==> src/verilog/usb_ep0_pkg.sv <==
// Package: register map, field positions, handshake codes and carriers
package usb_ep0_pkg;

    localparam int ADDR_W = 16;
    localparam int DATA_W = 8;
    localparam int FA_W   = 7;
    localparam int CNT_W  = 4;
    localparam int EP_W   = 4;

    // Register addresses on the firmware port
    localparam logic [15:0] ADR_OUT_BCNT  = 16'hFF83;
    localparam logic [15:0] ADR_OUT_CFG   = 16'hFF82;
    localparam logic [15:0] ADR_EP0_EVENT = 16'hFF84;
    localparam logic [15:0] ADR_EV_STATUS = 16'hFF91;
    localparam logic [15:0] ADR_EV_MASK   = 16'hFF92;
    localparam logic [15:0] ADR_FUNC_ADDR = 16'hFF93;

    // Fixed packet buffer bases, no base register exists
    localparam logic [15:0] OUT_BUF_BASE = 16'hFEF0;
    localparam logic [15:0] IN_BUF_BASE  = 16'hFEF8;

    // Configuration register fields
    localparam int CFG_BME    = 7;
    localparam int CFG_TOGGLE = 5;
    localparam int CFG_STALL  = 3;
    localparam int CFG_IRQ_EN = 2;

    // Byte count register fields
    localparam int BCNT_NAK = 7;
    localparam logic [CNT_W-1:0] MAX_PKT = 4'h8;

    // Event status / mask bit positions
    localparam int ST_SETUP_OVERWRITE_FLAG = 0;
    localparam int ST_SETUP = 2;
    localparam int ST_PORT_POWER_ON_FLAG  = 3;
    localparam int ST_PORT_POWER_OFF_FLAG = 4;
    localparam int ST_FUNCTION_RESUME_FLAG  = 5;
    localparam int ST_FUNCTION_SUSPEND_FLAG  = 6;
    localparam int ST_FUNCTION_RESET_FLAG  = 7;
    localparam logic [7:0] ST_USED = 8'hFD;

    // Reset values
    localparam logic [7:0]      CFG_RESET  = 8'h00;
    localparam logic [7:0]      BCNT_RESET = 8'h80;
    localparam logic [7:0]      MASK_RESET = 8'h00;
    localparam logic [FA_W-1:0] FA_RESET   = 7'h00;
    localparam logic [EP_W-1:0] EP0        = 4'h0;

    // Handshake codes
    localparam logic [1:0] HS_ACK   = 2'h1;
    localparam logic [1:0] HS_NAK   = 2'h2;
    localparam logic [1:0] HS_STALL = 2'h3;

    // Events from the serial interface engine
    typedef struct packed {
        logic            out_tok;
        logic            setup_tok;
        logic [FA_W-1:0] tok_addr;
        logic [EP_W-1:0] tok_ep;
        logic            rx_valid;
        logic [7:0]      rx_byte;
        logic            data_end;
        logic            crc_ok;
        logic            data_pid1;
    } usb_evt_t;

    // Hub-side events toward the embedded function
    typedef struct packed {
        logic pwr_on;
        logic pwr_off;
        logic resume;
        logic suspend;
        logic port_reset;
    } hub_evt_t;

    // Handshake answer toward the serial engine
    typedef struct packed {
        logic       valid;
        logic [1:0] code;
    } reply_t;

    // Packet buffer write port
    typedef struct packed {
        logic        we;
        logic [15:0] addr;
        logic [7:0]  data;
    } buf_wr_t;

endpackage
==> src/verilog/event_flags.sv <==
// Sticky event flags: hardware sets, write-one clears, set wins
`timescale 1ns/1ps

module event_flags #(
    parameter int W = 8
) (
    // Clock and reset
    input  wire logic         clk_sys,
    input  wire logic         reset_n,
    // Set and clear vectors
    input  wire logic [W-1:0] set,
    input  wire logic [W-1:0] clear,
    // Flag state
    output logic      [W-1:0] flags
);

    // One flop per flag, a set in the clearing cycle survives
    genvar i;
    generate
        for (i = 0; i < W; i++) begin : g_flag
            always_ff @(posedge clk_sys or negedge reset_n) begin
                if (!reset_n) begin
                    flags[i] <= 1'b0;
                end else if (set[i]) begin
                    flags[i] <= 1'b1;
                end else if (clear[i]) begin
                    flags[i] <= 1'b0;
                end
            end
        end
    endgenerate

endmodule // event_flags

==> src/verilog/usb_ep0_out_and_status_regs.sv <==
// Endpoint-0 output registers, function address and event status logic
`timescale 1ns/1ps

module usb_ep0_out_and_status_regs (
    // Clock and resets
    input  wire logic                    clk_sys,
    input  wire logic                    reset_n,
    input  wire logic                    func_reset,
    // Firmware register port
    input  wire logic [15:0]             reg_addr,
    input  wire logic [7:0]              reg_wdata,
    input  wire logic                    reg_wr,
    input  wire logic                    reg_rd,
    output logic      [7:0]              reg_rdata,
    // Serial engine and hub events
    input  wire usb_ep0_pkg::usb_evt_t   usb_evt,
    input  wire usb_ep0_pkg::hub_evt_t   hub_evt,
    // Handshake and buffer writes
    output usb_ep0_pkg::reply_t          reply,
    output usb_ep0_pkg::buf_wr_t         buf_wr,
    output logic                         ep0_in_force_nak,
    // Firmware-visible state
    output logic [usb_ep0_pkg::FA_W-1:0] func_addr,
    output logic [usb_ep0_pkg::CNT_W-1:0] ep0_out_count,
    output logic                         irq
);

    typedef enum logic [2:0] {
        ST_IDLE  = 3'b001,
        ST_DATA  = 3'b010,
        ST_REPLY = 3'b100
    } state_t;

    // Saturate a byte count code at one full packet
    function automatic logic [usb_ep0_pkg::CNT_W-1:0] eff_count(
        input logic [usb_ep0_pkg::CNT_W-1:0] c
    );
        eff_count = (c > usb_ep0_pkg::MAX_PKT) ? usb_ep0_pkg::MAX_PKT : c;
    endfunction

    state_t                          state;
    state_t                          next_state;
    logic                            bme;
    logic                            stall;
    logic                            irq_en;
    logic                            toggle;
    logic                            nak;
    logic [usb_ep0_pkg::CNT_W-1:0]   bcnt;
    logic [7:0]                      ev_mask;
    logic [usb_ep0_pkg::CNT_W-1:0]   byte_idx;
    logic [7:0]                      ev_status;
    logic [0:0]                      ep0_done;
    logic                            next_bme;
    logic                            next_stall;
    logic                            next_irq_en;
    logic                            next_toggle;
    logic                            next_nak;
    logic [usb_ep0_pkg::CNT_W-1:0]   next_bcnt;
    logic [usb_ep0_pkg::FA_W-1:0]    next_func_addr;

    // Register port decode
    wire wr_cfg    = reg_wr && (reg_addr == usb_ep0_pkg::ADR_OUT_CFG);
    wire wr_bcnt   = reg_wr && (reg_addr == usb_ep0_pkg::ADR_OUT_BCNT);
    wire wr_fa     = reg_wr && (reg_addr == usb_ep0_pkg::ADR_FUNC_ADDR);
    wire wr_status = reg_wr && (reg_addr == usb_ep0_pkg::ADR_EV_STATUS);
    wire wr_mask   = reg_wr && (reg_addr == usb_ep0_pkg::ADR_EV_MASK);
    wire wr_ep0ev  = reg_wr && (reg_addr == usb_ep0_pkg::ADR_EP0_EVENT);

    // Token decode against our address and endpoint 0
    wire addr_hit  = (usb_evt.tok_addr == func_addr)
                     && (usb_evt.tok_ep == usb_ep0_pkg::EP0);
    wire out_hit   = usb_evt.out_tok && addr_hit;
    wire setup_hit = usb_evt.setup_tok && addr_hit;
    wire setup_flag = ev_status[usb_ep0_pkg::ST_SETUP];

    // Packet end decisions, only meaningful in ST_DATA
    wire pkt_end   = (state == ST_DATA) && usb_evt.data_end;
    wire pkt_stall = pkt_end && stall;
    wire pkt_good  = pkt_end && !stall && usb_evt.crc_ok;
    wire pkt_nak   = pkt_good && (nak || setup_flag);
    wire pkt_fresh = usb_evt.data_pid1 == toggle;
    wire pkt_take  = pkt_good && !nak && !setup_flag && pkt_fresh;
    wire pkt_ack   = pkt_good && !nak && !setup_flag;

    // Bytes land in the buffer only if the packet may be taken
    wire may_store = !stall && !nak && !setup_flag && pkt_fresh;
    wire byte_wr   = (state == ST_DATA) && usb_evt.rx_valid && may_store
                     && (byte_idx < usb_ep0_pkg::MAX_PKT);

    // Event status set and clear vectors
    wire [7:0] ev_set;
    assign ev_set[usb_ep0_pkg::ST_SETUP_OVERWRITE_FLAG] = setup_hit && setup_flag;
    assign ev_set[1]                     = 1'b0;
    assign ev_set[usb_ep0_pkg::ST_SETUP] = setup_hit;
    assign ev_set[usb_ep0_pkg::ST_PORT_POWER_ON_FLAG]  = hub_evt.pwr_on;
    assign ev_set[usb_ep0_pkg::ST_PORT_POWER_OFF_FLAG] = hub_evt.pwr_off;
    assign ev_set[usb_ep0_pkg::ST_FUNCTION_RESUME_FLAG]  = hub_evt.resume;
    assign ev_set[usb_ep0_pkg::ST_FUNCTION_SUSPEND_FLAG]  = hub_evt.suspend;
    assign ev_set[usb_ep0_pkg::ST_FUNCTION_RESET_FLAG]  = hub_evt.port_reset;

    // Writing zero leaves a flag alone; reserved bit cannot clear
    wire [7:0] ev_clr = wr_status ? (reg_wdata & usb_ep0_pkg::ST_USED)
                                  : 8'h00;

    // Function reset deliberately does not reach these flags
    event_flags #(
        .W (8)
    ) u_status (
        .clk_sys (clk_sys),
        .reset_n (reset_n),
        .set     (ev_set),
        .clear   (ev_clr),
        .flags   (ev_status)
    );

    // Completion event, cleared by writing one to bit 0
    event_flags #(
        .W (1)
    ) u_done (
        .clk_sys (clk_sys),
        .reset_n (reset_n),
        .set     (pkt_take),
        .clear   (wr_ep0ev && reg_wdata[0]),
        .flags   (ep0_done)
    );

    // Level interrupt: masked status plus gated completion
    assign irq = |(ev_status & ev_mask)
                 || (ep0_done[0] && irq_en);

    // Setup pending holds off IN traffic on endpoint 0 as well
    assign ep0_in_force_nak = setup_flag;

    // Configuration next values, hardware events beat firmware writes
    always_comb begin
        next_bme       = bme;
        next_stall     = stall;
        next_irq_en    = irq_en;
        next_toggle    = toggle;
        next_nak       = nak;
        next_bcnt      = bcnt;
        next_func_addr = func_addr;
        if (wr_cfg) begin
            next_bme    = reg_wdata[usb_ep0_pkg::CFG_BME];
            next_stall  = reg_wdata[usb_ep0_pkg::CFG_STALL];
            next_irq_en = reg_wdata[usb_ep0_pkg::CFG_IRQ_EN];
        end
        if (wr_bcnt) begin
            next_nak  = reg_wdata[usb_ep0_pkg::BCNT_NAK];
            next_bcnt = reg_wdata[usb_ep0_pkg::CNT_W-1:0];
        end
        if (wr_fa) begin
            next_func_addr = reg_wdata[usb_ep0_pkg::FA_W-1:0];
        end
        if (pkt_stall) begin
            next_stall = 1'b0;
        end
        if (setup_hit) begin
            next_toggle = 1'b1;
        end
        if (pkt_take) begin
            next_bcnt   = eff_count(byte_idx);
            next_nak    = 1'b1;
            next_toggle = !toggle;
        end
    end

    // Endpoint registers, USB function reset returns them to defaults
    always_ff @(posedge clk_sys or negedge reset_n) begin
        if (!reset_n) begin
            bme       <= usb_ep0_pkg::CFG_RESET[usb_ep0_pkg::CFG_BME];
            stall     <= usb_ep0_pkg::CFG_RESET[usb_ep0_pkg::CFG_STALL];
            irq_en    <= usb_ep0_pkg::CFG_RESET[usb_ep0_pkg::CFG_IRQ_EN];
            toggle    <= usb_ep0_pkg::CFG_RESET[usb_ep0_pkg::CFG_TOGGLE];
            nak       <= usb_ep0_pkg::BCNT_RESET[usb_ep0_pkg::BCNT_NAK];
            bcnt      <= usb_ep0_pkg::BCNT_RESET[usb_ep0_pkg::CNT_W-1:0];
            func_addr <= usb_ep0_pkg::FA_RESET;
        end else if (func_reset) begin
            bme       <= usb_ep0_pkg::CFG_RESET[usb_ep0_pkg::CFG_BME];
            stall     <= usb_ep0_pkg::CFG_RESET[usb_ep0_pkg::CFG_STALL];
            irq_en    <= usb_ep0_pkg::CFG_RESET[usb_ep0_pkg::CFG_IRQ_EN];
            toggle    <= usb_ep0_pkg::CFG_RESET[usb_ep0_pkg::CFG_TOGGLE];
            nak       <= usb_ep0_pkg::BCNT_RESET[usb_ep0_pkg::BCNT_NAK];
            bcnt      <= usb_ep0_pkg::BCNT_RESET[usb_ep0_pkg::CNT_W-1:0];
            func_addr <= usb_ep0_pkg::FA_RESET;
        end else begin
            bme       <= next_bme;
            stall     <= next_stall;
            irq_en    <= next_irq_en;
            toggle    <= next_toggle;
            nak       <= next_nak;
            bcnt      <= next_bcnt;
            func_addr <= next_func_addr;
        end
    end

    // Mask survives function reset, only power-up clears it
    always_ff @(posedge clk_sys or negedge reset_n) begin
        if (!reset_n) begin
            ev_mask <= usb_ep0_pkg::MASK_RESET;
        end else if (wr_mask) begin
            ev_mask <= reg_wdata & usb_ep0_pkg::ST_USED;
        end
    end

    // Effective count for the firmware copy loop
    always_ff @(posedge clk_sys or negedge reset_n) begin
        if (!reset_n) begin
            ep0_out_count <= '0;
        end else begin
            ep0_out_count <= eff_count(next_bcnt);
        end
    end

    // Transaction sequencer
    always_comb begin
        next_state = state;
        case (state)
            ST_IDLE: begin
                if (out_hit && bme) begin
                    next_state = ST_DATA;
                end
            end
            ST_DATA: begin
                if (func_reset) begin
                    next_state = ST_IDLE;
                end else if (pkt_stall || pkt_nak || pkt_ack) begin
                    next_state = ST_REPLY;
                end else if (pkt_end) begin
                    next_state = ST_IDLE;                            // Bad CRC, stay mute
                end
            end
            ST_REPLY: begin
                next_state = ST_IDLE;
            end
            default: begin
                next_state = ST_IDLE;
            end
        endcase
    end

    // Sequencer state
    always_ff @(posedge clk_sys or negedge reset_n) begin
        if (!reset_n) begin
            state <= ST_IDLE;
        end else begin
            state <= next_state;
        end
    end

    // Byte index within the current packet, saturates at a full packet
    always_ff @(posedge clk_sys or negedge reset_n) begin
        if (!reset_n) begin
            byte_idx <= '0;
        end else if (state == ST_IDLE) begin
            byte_idx <= '0;
        end else if ((state == ST_DATA) && usb_evt.rx_valid
                     && (byte_idx < usb_ep0_pkg::MAX_PKT)) begin
            byte_idx <= byte_idx + 4'h1;
        end
    end

    // Handshake answer, one cycle after the packet end
    always_ff @(posedge clk_sys or negedge reset_n) begin
        if (!reset_n) begin
            reply <= '0;
        end else begin
            reply.valid <= pkt_stall || pkt_nak || pkt_ack;
            if (pkt_stall) begin
                reply.code <= usb_ep0_pkg::HS_STALL;
            end else if (pkt_nak) begin
                reply.code <= usb_ep0_pkg::HS_NAK;
            end else if (pkt_ack) begin
                reply.code <= usb_ep0_pkg::HS_ACK;
            end else begin
                reply.code <= 2'h0;
            end
        end
    end

    // Buffer writes, offset from the fixed output base
    always_ff @(posedge clk_sys or negedge reset_n) begin
        if (!reset_n) begin
            buf_wr <= '0;
        end else begin
            buf_wr.we   <= byte_wr;
            buf_wr.addr <= usb_ep0_pkg::OUT_BUF_BASE
                           + {12'h000, byte_idx};
            buf_wr.data <= usb_evt.rx_byte;
        end
    end

    // Read multiplexer, reserved bits read zero
    wire [7:0] cfg_view = {bme, 1'b0, toggle, 1'b0, stall, irq_en, 2'b00};
    wire [7:0] bcnt_view = {nak, 3'b000, bcnt};
    wire [7:0] rd_mux =
        (reg_addr == usb_ep0_pkg::ADR_OUT_CFG)   ? cfg_view :
        (reg_addr == usb_ep0_pkg::ADR_OUT_BCNT)  ? bcnt_view :
        (reg_addr == usb_ep0_pkg::ADR_FUNC_ADDR) ? {1'b0, func_addr} :
        (reg_addr == usb_ep0_pkg::ADR_EV_STATUS) ? ev_status :
        (reg_addr == usb_ep0_pkg::ADR_EV_MASK)   ? ev_mask :
        (reg_addr == usb_ep0_pkg::ADR_EP0_EVENT) ? {7'h00, ep0_done} :
        8'h00;

    // Read data valid only in the cycle after the strobe
    always_ff @(posedge clk_sys or negedge reset_n) begin
        if (!reset_n) begin
            reg_rdata <= 8'h00;
        end else begin
            reg_rdata <= reg_rd ? rd_mux : 8'h00;
        end
    end

endmodule // usb_ep0_out_and_status_regs

==> config.mk <==
export PLATFORM = sky130hd
export DESIGN_NAME = usb_ep0_out_and_status_regs
export DESIGN_NICKNAME = d
export VERILOG_FILES = /design/src/verilog/usb_ep0_pkg.sv /design/src/verilog/event_flags.sv /design/src/verilog/usb_ep0_out_and_status_regs.sv
export SDC_FILE = /design/constraint.sdc
export NUM_CORES = 1
export LEC_CHECK = 0
export BUFFER_PORTS_ARGS = -buffer_cell sky130_fd_sc_hd__buf_4
export CORE_AREA = 8 8 94 96
export DETAILED_ROUTE_END_ITERATION = 16
export DIE_AREA = 0 0 102 104
export PLACE_DENSITY_LB_ADDON = 0.1
export SYNTH_ARGS = -nofsm -noshare
export SYNTH_HDL_FRONTEND = slang
export SYNTH_SLANG_ARGS = --single-unit
==> constraint.sdc <==
create_clock -name clk_sys -period 1.83 [get_ports clk_sys]
set_clock_uncertainty 0.2 [all_clocks]
set_input_delay 0.183 -clock clk_sys [delete_from_list [all_inputs] [get_ports clk_sys]]
set_output_delay 0.183 -clock clk_sys [all_outputs]
set_load 0.01 [all_outputs]
==> metrics.csv, run 1 <==
stage;metric;value;unit
outcome;outcome;finished clean;
timing;rsz0062_at_grt;yes;
clocking;cts.htree.levels;3;
detailed_routing;wl_per_cell;16.4;microns
synthesis;synth_flop_cell;dfrtp_1;
setup_path;required;1.85;ns
floorplanning;coreArea;0.00745;sq mm
setup_path;end_kind;flip-flop;
setup_path;cp_data_arrival_time;1.78;ns
synthesis;netlist_area;0.00318;sq mm
timing;setup_viol;0;
clocking;clkLatencyLatePin;0.34;ns
flow_run;max_cap_violations;0;
setup_path;reg2reg_to;bcnt[2];
clocking;cts_tree;built;
place;place_area;0.00435;sq mm
synthesis;syn_inst;292;
setup_path;r2r_slack;0.07;ns
detailed_routing;vias;2900;
detailed_routing;dr.first_iter.drc_count;101;
timing;max_freq;569;MHz
floorplanning;dieArea;0.0106;sq mm
global_route;top_usage_layer;met2;
timing;hold_viol;0;
finish;antennaDiodeCount;0;
finish;drive_gt1_share;40.4;%
place;portBuffers;106;
synthesis;syn_avg_cell_area;10.9;sq um
min_path;whs_path_depth;3;
clocking;cts_buffers;9;
min_path;hold_end;reply[1];
global_route;use_met2;30.1;%
global_route;gr-usage-met3;4.28;%
timing;worst_slew_pin_slew;0.514;ns
synthesis;synth_cell_type_count;56;
global_route;grt_pass1_wl;15100;microns
clocking;clock_path_buffers;2;
timing;period_share;96.1;%
clocking;ctsRootBufferMaster;clkbuf_8;
power;peakVddDrop;0.000457;V
finish;area_growth;55.1;%
synthesis;synth_fp_nets;353;
setup_path;cp-startpoint;state[2];
detailed_routing;ant_nets;0;
global_route;grt_pass1_vias;3094;
min_path;hp-class;input port to flip-flop;
synthesis;synth_warnings;0;
synthesis;synth_area_leader_cell;dfrtp_1;
power;power.static_leakage;2.34;nW
synthesis;yosys.area.top_type_share;51.1;%
global_route;grt_use_total;18.3;%
finish;nNetsFinal;529;
finish;stdcell_area;0.00494;sq mm
timing;fin_hold_ws;0.0219;ns
synthesis;seq_area_frac_synth;52.8;%
global_route;grt_max_degree;41;
min_path;hp-start;usb_evt[2];
synthesis;synth_edf_count;0;
timing;maxSlewHeadroom;65.7;%
floorplanning;start_util;42.7;%
global_route;overflow;0;
floorplanning;row_count;32;
timing;slew_viol_final;0;
detailed_routing;wirelength;9430;microns
synthesis;synth-seq-cells;67;
detailed_routing;firstDrtPassIters;5;
global_route;gr-usage-met1;22.2;%
finish;final_util;66.3;%
global_route;grt_antenna_before_repair;0;
timing;fin_crit;1.76;ns
place;hpwl;7100;microns
setup_path;startpoint_type;flip-flop;
floorplanning;die_height;104;microns
synthesis;async_flop_share;100;%
setup_path;timing.rr.start;state[2];
detailed_routing;drc;0;
floorplanning;num_io_pins;108;
setup_path;path_max_fanout;9;
setup_path;r2r_cells;6;
floorplanning;die_x;102;microns
detailed_routing;viasPerCell;5.04;
power;powerDensity;646;mW/mm^2
timing;fin_setup_tns;0;ns
clocking;clock_sinks;67;
synthesis;yosys-top-cells-area;dfrtp_1 51%, nor2_1 3.5%, nand2_1 3.1%;
setup_path;worstSetupPathType;flip-flop to flip-flop;
place;place_congestion;0.897;
clocking;clk_pin_slew;0.07;ns
## worst max path at each step
stage / to
finish: bcnt[2]
global route: byte_idx[2]
CTS: byte_idx[2]
detailed placement: reg_rdata[5]
global placement: reg_rdata[5]
floorplan: ev_mask[0]
## metrics by stage
stage	instances	worst slack (ns)	total power [mW]
after floorplan	292	0.00221	1.61
after global placement	527	-0.309	1.82
after detailed placement	527	-0.346	1.82
after CTS	573	0.0117	3.22
after global routing	575	-0.0212	3.31
final	575	0.0714	3.19
## registers in the layout, summed over array words and instances (netlist names), 3 cells and up
name            flops
buf_wr             14
reg_rdata           8
ev_mask             7
func_addr           7
u_status.flags      7
bcnt                4
byte_idx            4
ep0_out_count       4
reply               3
state               3
## cells in the final DEF (no fill, tap or decap), types with 3 or more instances in the layout
cell type	n
a31oi_1	4
nor4b_2	3
a22oi_1	7
inv_1	6
a21oi_1	12
mux2i_1	8
nor2_1	29
nand4_1	11
nor3_1	3
xnor2_1	9
mux2_1	7
nor2b_1	6
a21o_1	6
dfrtp_1	65
clkbuf_8	10
nor4_1	3
dlygate4sd3_1	30
nand2_1	26
nand3b_1	3
o21ai_1	6
buf_4	149
and3_1	3
nand3_1	5
o21ai_0	6
## worst max-delay path, cell delays in order (launching register included)
cell and delay, ns:
dfrtp_1 0.44, nor4bb_4 0.37, nand4_2 0.13, buf_6 0.17, a21oi_1 0.12, a31oi_1 0.06, nor2b_1 0.14
## cells in the mapped netlist, types with 7 or more instances
library cell and instances:
dfrtp_1 65, nor2_1 30, nand2_1 26, a21oi_1 14
buf_4 11, nand4_1 11, xnor2_1 9, a22oi_1 8
mux2i_1 8, mux2_1 7
## power breakdown
part | internal [mW] | total [mW] | switching (mW) | leakage [nW]
sequential | 1.49 | 1.50 | 0.00553 | 0.883
combinational | 0.196 | 0.345 | 0.149 | 1.34
clock | 0.806 | 1.35 | 0.544 | 0.111
total | 2.49 | 3.19 | 0.699 | 2.34
## kinds of logic (layout without fill, tap and decap cells)
group                      count (synthesis)  count (layout)  synth area share [%]
buffers and inverters                     22             203                  4.01
DFF                                       67              67                  52.8
muxes                                     16              16                  5.35
and+or+nand+nor                          116             116                  22.4
other                                      2               2                 0.236
adders and majority gates                  2               2                 0.786
AOI/OAI and AO/OA                         57              57                  11.8
xor gates and xnor gates                  10              10                  2.75
## layer usage
layer	routed length [microns]	vias up	share of wire (%)
met3	760	9	8.1
met5	0	-	0
met2	4740	95	50
met1	3820	1402	41
li1	-	1394	-
met4	114	0	1.2
## cell type report
type,instances,area [sq um]
tap,102,128
fill,637,2510
multi-input combinational,203,1440
inverter,6,22.5
timing repair buffer,181,1450
sequential,67,1680
clock buffer,12,145
clock inverter,4,73.8
## repair_timing
action                                 4_1_cts  5_1_grt
endpoints found under the hold margin      108        0
hold buffers                                30        0
gates resized for setup                      1       10
pin swaps                                    0        3
setup endpoints to repair                    2       12
setup buffers                                0        2
(Power assumes the default switching activity.)
==> inputs of run 2 (changes only) <==
Settings changed: CORE_AREA 8 8 94 96 to 8 8 105 107, DIE_AREA 0 0 102 104 to 0 0 113 115.
==> run 2 against run 1 <==
Critical endpoint is now byte_idx[1]. Maximum frequency decreased by 2.7%. Worst hold slack improved by 0.025 ns. Highest routed layer unchanged. Utilization decreased by 14 points. Largest power group is now clock. Sequential power about the same. Global-route usage decreased by 2.3 points. Register-to-register slack got worse by 0.05 ns. Critical path depth unchanged.
==> metrics.csv, run 2 (synthesized netlist as in run 1, its figures left out) <==
stage;metric;value;unit
clocking;clkLatencyLatePin;0.36;ns
detailed_routing;wirelength;9990;microns
setup_path;end_kind;flip-flop;
place;hpwl;7490;microns
setup_path;slowest_delay;0.43;ns
power;power.static_leakage;2.35;nW
setup_path;timing.rr.start;state[2];
timing;max_freq;553;MHz
timing;fin_crit;1.81;ns
finish;drive_gt1_share;40.9;%
power;clkPwrFrac;45.7;%
floorplanning;dieArea;0.0130;sq mm
finish;nFillCells;907;
global_route;grt_use_total;16.0;%
clocking;cts.htree.levels;3;
finish;final_common_cell;buf_4;
finish;final_util;52.7;%
power;peakVddDrop;0.000352;V
outcome;outcome;finished clean;
power;comb_power_share;10.2;%
finish;mostFrequentLayoutCells;148 x buf_4, 65 x dfrtp_1, 31 x dlygate4sd3_1;
global_route;grt_pass1_vias;3203;
finish;top_register;buf_wr;
setup_path;required;1.86;ns
setup_path;worstSetupPathType;flip-flop to flip-flop;
setup_path;crit_path_cell_trace;buf_6, or3b_4, nor3b_2, buf_4, mux2i_1, nor2_1;
global_route;gr-usage-met3;5.04;%
clocking;clock_path_buffers;2;
place;place_congestion;0.822;
detailed_routing;viasPerCell;5.01;
timing;rsz0062_at_grt;yes;
finish;seqCellArea;0.00168;sq mm
clocking;clock_sinks;67;
finish;area_growth;56.5;%
global_route;grt_antenna_before_repair;0;
clocking;cts_tree;built;
flow_run;max_cap_violations;0;
floorplanning;num_io_pins;108;
global_route;overflow;0;
global_route;use_met2;27.3;%
finish;antennaDiodeCount;0;
detailed_routing;firstDrtPassIters;4;
finish;nNetsFinal;530;
finish;largest_reg_flops;14;
power;switching_power;0.792;mW
finish;largest_registers;buf_wr x14, reg_rdata x8;
detailed_routing;drc;0;
place;portBuffers;106;
floorplanning;coreArea;0.00946;sq mm
setup_path;cp_data_arrival_time;1.84;ns
clocking;postCtsSetupRepairBufs;0;
timing;period_share;98.8;%
timing;setup_viol;0;
setup_path;path_max_fanout;4;
power;seqPwrFrac;44.1;%
timing;hold_viol;0;
power;p_int;2.60;mW
timing;slew_viol_final;0;
global_route;top_usage_layer;met2;
min_path;hp-start;reg_addr[0];
place;placedCellCount;541;
global_route;grt_pass1_wl;16400;microns
finish;multi_input_area;0.00143;sq mm
global_route;grt_max_degree;44;
floorplanning;row_count;36;
min_path;hp-class;input port to flip-flop;
clocking;ctsRootBufferMaster;clkbuf_8;
clocking;cts_buffers;9;
detailed_routing;vias;2945;
detailed_routing;wl_per_cell;17.0;microns
power;switching_share;23.3;%
detailed_routing;dr.first_iter.drc_count;121;
setup_path;cp_slowest_cell;dfrtp_1;
detailed_routing;ant_nets;0;
setup_path;cp-startpoint;state[2];
floorplanning;die_x;113;microns
floorplanning;die_height;115;microns
setup_path;startpoint_type;flip-flop;
finish;finalNonFillerCells;588;
clocking;clk_pin_slew;0.08;ns
floorplanning;start_util;33.7;%
power;powerDensity;681;mW/mm^2
global_route;gr-usage-met1;18.7;%
## run 2: layout make-up
| class | instances | share of cell area [%] |
|---|---|---|
| Multi-Input combinational cell | 203 | 28.6 |
| Tap cell | 114 | 2.86 |
| Timing Repair Buffer | 182 | 29.4 |
| Sequential cell | 67 | 33.7 |
| Inverter | 6 | 0.452 |
| Clock inverter | 7 | 2.49 |
| Clock buffer | 9 | 2.49 |
## run 2: per-stage QoR
| step | setup slack, ns | setup TNS [ns] | cell area [sq um] | power (mW) | hold slack (ns) |
|---|---|---|---|---|---|
| after floorplan | 0.00221 | 0 | 3200 | 1.61 | -0.313 |
| after global placement | -0.189 | -4.27 | 4380 | 1.82 | -0.0866 |
| after detailed placement | -0.212 | -4.97 | 4380 | 1.82 | -0.0864 |
| after CTS | 0.0154 | 0 | 4950 | 3.44 | 0.0282 |
| after global routing | -0.0226 | -0.0322 | 4980 | 3.54 | 0.0719 |
| final | 0.0220 | 0 | 4980 | 3.39 | 0.0467 |
## run 2: final timing paths
check | endpoint | depth (start not counted) | slack, ns
max | byte_idx[1] | 6 | 0.02
min | u_done.flags | 5 | 0.05
max reg2reg | byte_idx[1] | 6 | 0.02
min reg2reg | buf_wr[10] | 0 | 0.31
max in group asynchronous | nak | 3 | 0.74
min in group asynchronous | buf_wr[3] | 2 | 0.08
## run 2: power by group through the flow
stage,logic [mW],clock network [mW],registers (mW)
floorplan,0.0753,0,1.53
global placement,0.297,0,1.52
global route,0.380,1.67,1.50
CTS,0.353,1.59,1.50
finish,0.348,1.55,1.50
detailed placement,0.300,0,1.52
## run 2: timing repair
item	4_1_cts	5_1_grt
resized for setup	2	9
cloned	0	0
setup endpoints to repair	7	10
hold buffers	31	0
pin swaps	1	2
hold endpoints to repair	117	0
## run 2: routing by layer
| metal | vias up | share of wire [%] |
|---|---|---|
| li1 | 1396 | - |
| met1 | 1451 | 43 |
| met4 | 0 | 1.5 |
| met5 | - | 0 |
| met2 | 86 | 50 |
| met3 | 12 | 6.0 |
## run 2: worst max-delay path, delay by kind of cell, from the launching register on
family	cells	cell delay [ns]
simple gates	3	0.58
flops	1	0.43
buf+inv	2	0.29
mux	1	0.18
==> inputs of run 3 (changes only) <==
Settings changed: CORE_AREA 8 8 105 107 to 8 8 106 108, DIE_AREA 0 0 113 115 to 0 0 114 116, SYNTH_HIERARCHICAL set to 1.
==> run 3 against run 2 <==
Worst setup slack gained 0.019 ns. Count of clock-buffer cells in the layout grew 1. Routed wire length grew 5.4%. First-iteration DRC count grew 23%. Synthesized area grew 3.1%. Cell area grew 0.55%. Sequential share of layout area grew 0.31 points. Critical endpoint is now u_status/flags[0]. Largest cell class unchanged.
==> metrics.csv, run 3 <==
stage;metric;value;unit
finish;nNetsFinal;546;
min_path;hp-class;input port to flip-flop;
power;switching_power;0.790;mW
setup_path;startpoint_type;flip-flop;
finish;stdcell_area;0.00501;sq mm
floorplanning;num_io_pins;108;
synthesis;async_flop_share;100;%
synthesis;synth_flop_cell;dfrtp_1;
global_route;grt_max_degree;42;
setup_path;required;1.92;ns
timing;fin_hold_ws;0.0321;ns
power;comb_power_share;11.1;%
setup_path;path_max_fanout;3;
clocking;cts_buffers;9;
finish;nFillCells;916;
synthesis;synth_warnings;6;
power;seqPwrFrac;50.2;%
floorplanning;row_count;36;
floorplanning;dieArea;0.0132;sq mm
synthesis;yosys.area.top_type_share;50.3;%
setup_path;end_kind;flip-flop;
clocking;clkLatencyLatePin;0.35;ns
synthesis;synthTopCellsByCount;66 x dfrtp_1, 31 x nor2_1, 16 x inv_1;
power;powerDensity;604;mW/mm^2
synthesis;synth_edf_count;0;
timing;period_share;97.8;%
global_route;grt_antenna_before_repair;0;
finish;antennaDiodeCount;0;
finish;final_util;52.5;%
clocking;cts.htree.levels;3;
detailed_routing;vias;2985;
global_route;grt_pass1_wl;16500;microns
finish;area_growth;52.6;%
synthesis;synth_area_leader_cell;dfrtp_1;
place;portBuffers;106;
detailed_routing;viasPerCell;4.79;
global_route;overflow;0;
finish;finalNonFillerCells;623;
global_route;grt_use_total;16.3;%
timing;hold_viol;0;
clocking;cts_tree;built;
place;dpl_worst_slack;-0.182;ns
timing;setup_ws;0.0407;ns
power;peakVddDrop;0.000298;V
synthesis;synth-seq-cells;68;
floorplanning;die_x;114;microns
finish;top_register;buf_wr;
global_route;grt_pass1_vias;3066;
timing;slew_viol_final;0;
place;place_area;0.00453;sq mm
synthesis;yosys-top-cells-area;dfrtp_1 50%, mux2i_1 4.3%, nor2_1 3.5%;
outcome;outcome;finished clean;
place;hpwl;8030;microns
power;p_int;2.24;mW
place;place_congestion;0.915;
synthesis;syn_avg_cell_area;10.6;sq um
synthesis;netlist_area;0.00328;sq mm
place;placedCellCount;580;
clocking;clock_path_buffers;2;
power;clkPwrFrac;38.7;%
power;power.static_leakage;2.52;nW
detailed_routing;dr.first_iter.drc_count;149;
power;switching_share;26.1;%
detailed_routing;ant_nets;0;
timing;max_freq;559;MHz
power;p_total;3.03;mW
finish;mostFrequentLayoutCells;150 x buf_4, 66 x dfrtp_1, 30 x nor2_1;
detailed_routing;wl_per_cell;16.9;microns
detailed_routing;wirelength;10500;microns
timing;fin_setup_tns;0;ns
synthesis;syn_inst;309;
floorplanning;coreArea;0.00955;sq mm
clocking;clk_pin_slew;0.08;ns
finish;final_common_cell;buf_4;
finish;largest_reg_flops;14;
floorplanning;die_height;116;microns
timing;rsz0062_at_grt;yes;
floorplanning;start_util;34.4;%
clocking;clock_sinks;68;
clocking;ctsRootBufferMaster;clkbuf_8;
synthesis;seq_area_frac_synth;51.9;%
timing;fin_crit;1.79;ns
setup_path;cp_data_arrival_time;1.88;ns
synthesis;synth_cell_type_count;55;
setup_path;worstSetupPathType;flip-flop to flip-flop;
detailed_routing;drc;0;
finish;largest_registers;buf_wr x14, reg_rdata x8, u_status/flags x8;
timing;setup_viol;0;
flow_run;max_cap_violations;0;
detailed_routing;firstDrtPassIters;4;
finish;drive_gt1_share;39.6;%
synthesis;synthMostInstantiatedCell;dfrtp_1;
-- run 3: kinds of logic after synthesis --
family                     synth area share, %
AOI/OAI and AO/OA                         13.0
xor gates and xnor gates                  2.67
adders and majority gates                0.762
buffers and inverters                     5.37
DFF                                       51.9
muxes                                     6.67
other                                    0.229
and+or+nand+nor                           19.4
-- run 3: what timing repair did --
item / 4_1_cts / 5_1_grt
gates resized for setup: 0 / 8
hold buffers: 27 / 0
endpoints found under the setup margin: 0 / 9
buffers inserted: 0 / 0
hold endpoints to repair: 118 / 0
-- run 3: layout make-up --
cell class                 instances  area [sq um]  share of cell area [%]
sequential                        68          1700                    34.0
timing repair buffer             180          1450                    28.9
multi-input combinational        209          1440                    28.8
tap                              133           166                    3.32
clock buffer                      10           138                    2.75
inverter                          17          63.8                    1.27
clock inverter                     6          46.3                   0.924
-- run 3: worst paths after layout --
kind                              start  cells past startpoint  slack [ns]                 to
hold reg to reg             byte_idx[0]                      0        0.29          buf_wr[8]
max in group asynchronous       reset_n                      3        0.74           state[0]
min in group asynchronous       reset_n                      2        0.09          buf_wr[0]
setup reg to reg           func_addr[2]                      6        0.04  u_status/flags[0]
setup / recovery           func_addr[2]                      6        0.04  u_status/flags[0]
hold / removal              usb_evt[23]                      3        0.03  u_status/flags[2]
-- run 3: critical path: stages (launching register included) --
cell and delay (ns):
dfrtp_1 0.40, xor2_1 0.18, nor4_2 0.34, buf_4 0.17, and3_1 0.21, and2_1 0.15, a21o_1 0.08
-- run 3: power groups by stage --
stage / combinational [mW] / clock, mW / sequential (mW)
final: 0.336 / 1.17 / 1.52
after global routing: 0.364 / 1.27 / 1.52
after CTS: 0.337 / 1.20 / 1.52
after detailed placement: 0.291 / 0 / 1.55
after global placement: 0.288 / 0 / 1.55
after floorplan: 0.0733 / 0 / 1.56
-- run 3: metal layers --
metal  track usage [%]  routed length, microns  up-vias
li1                  -                       -     1437
met1              21.4                    4810     1421
met2              25.3                    4770      118
met3              4.38                     848        9
met4              5.59                     101        0
met5                 0                       0        -
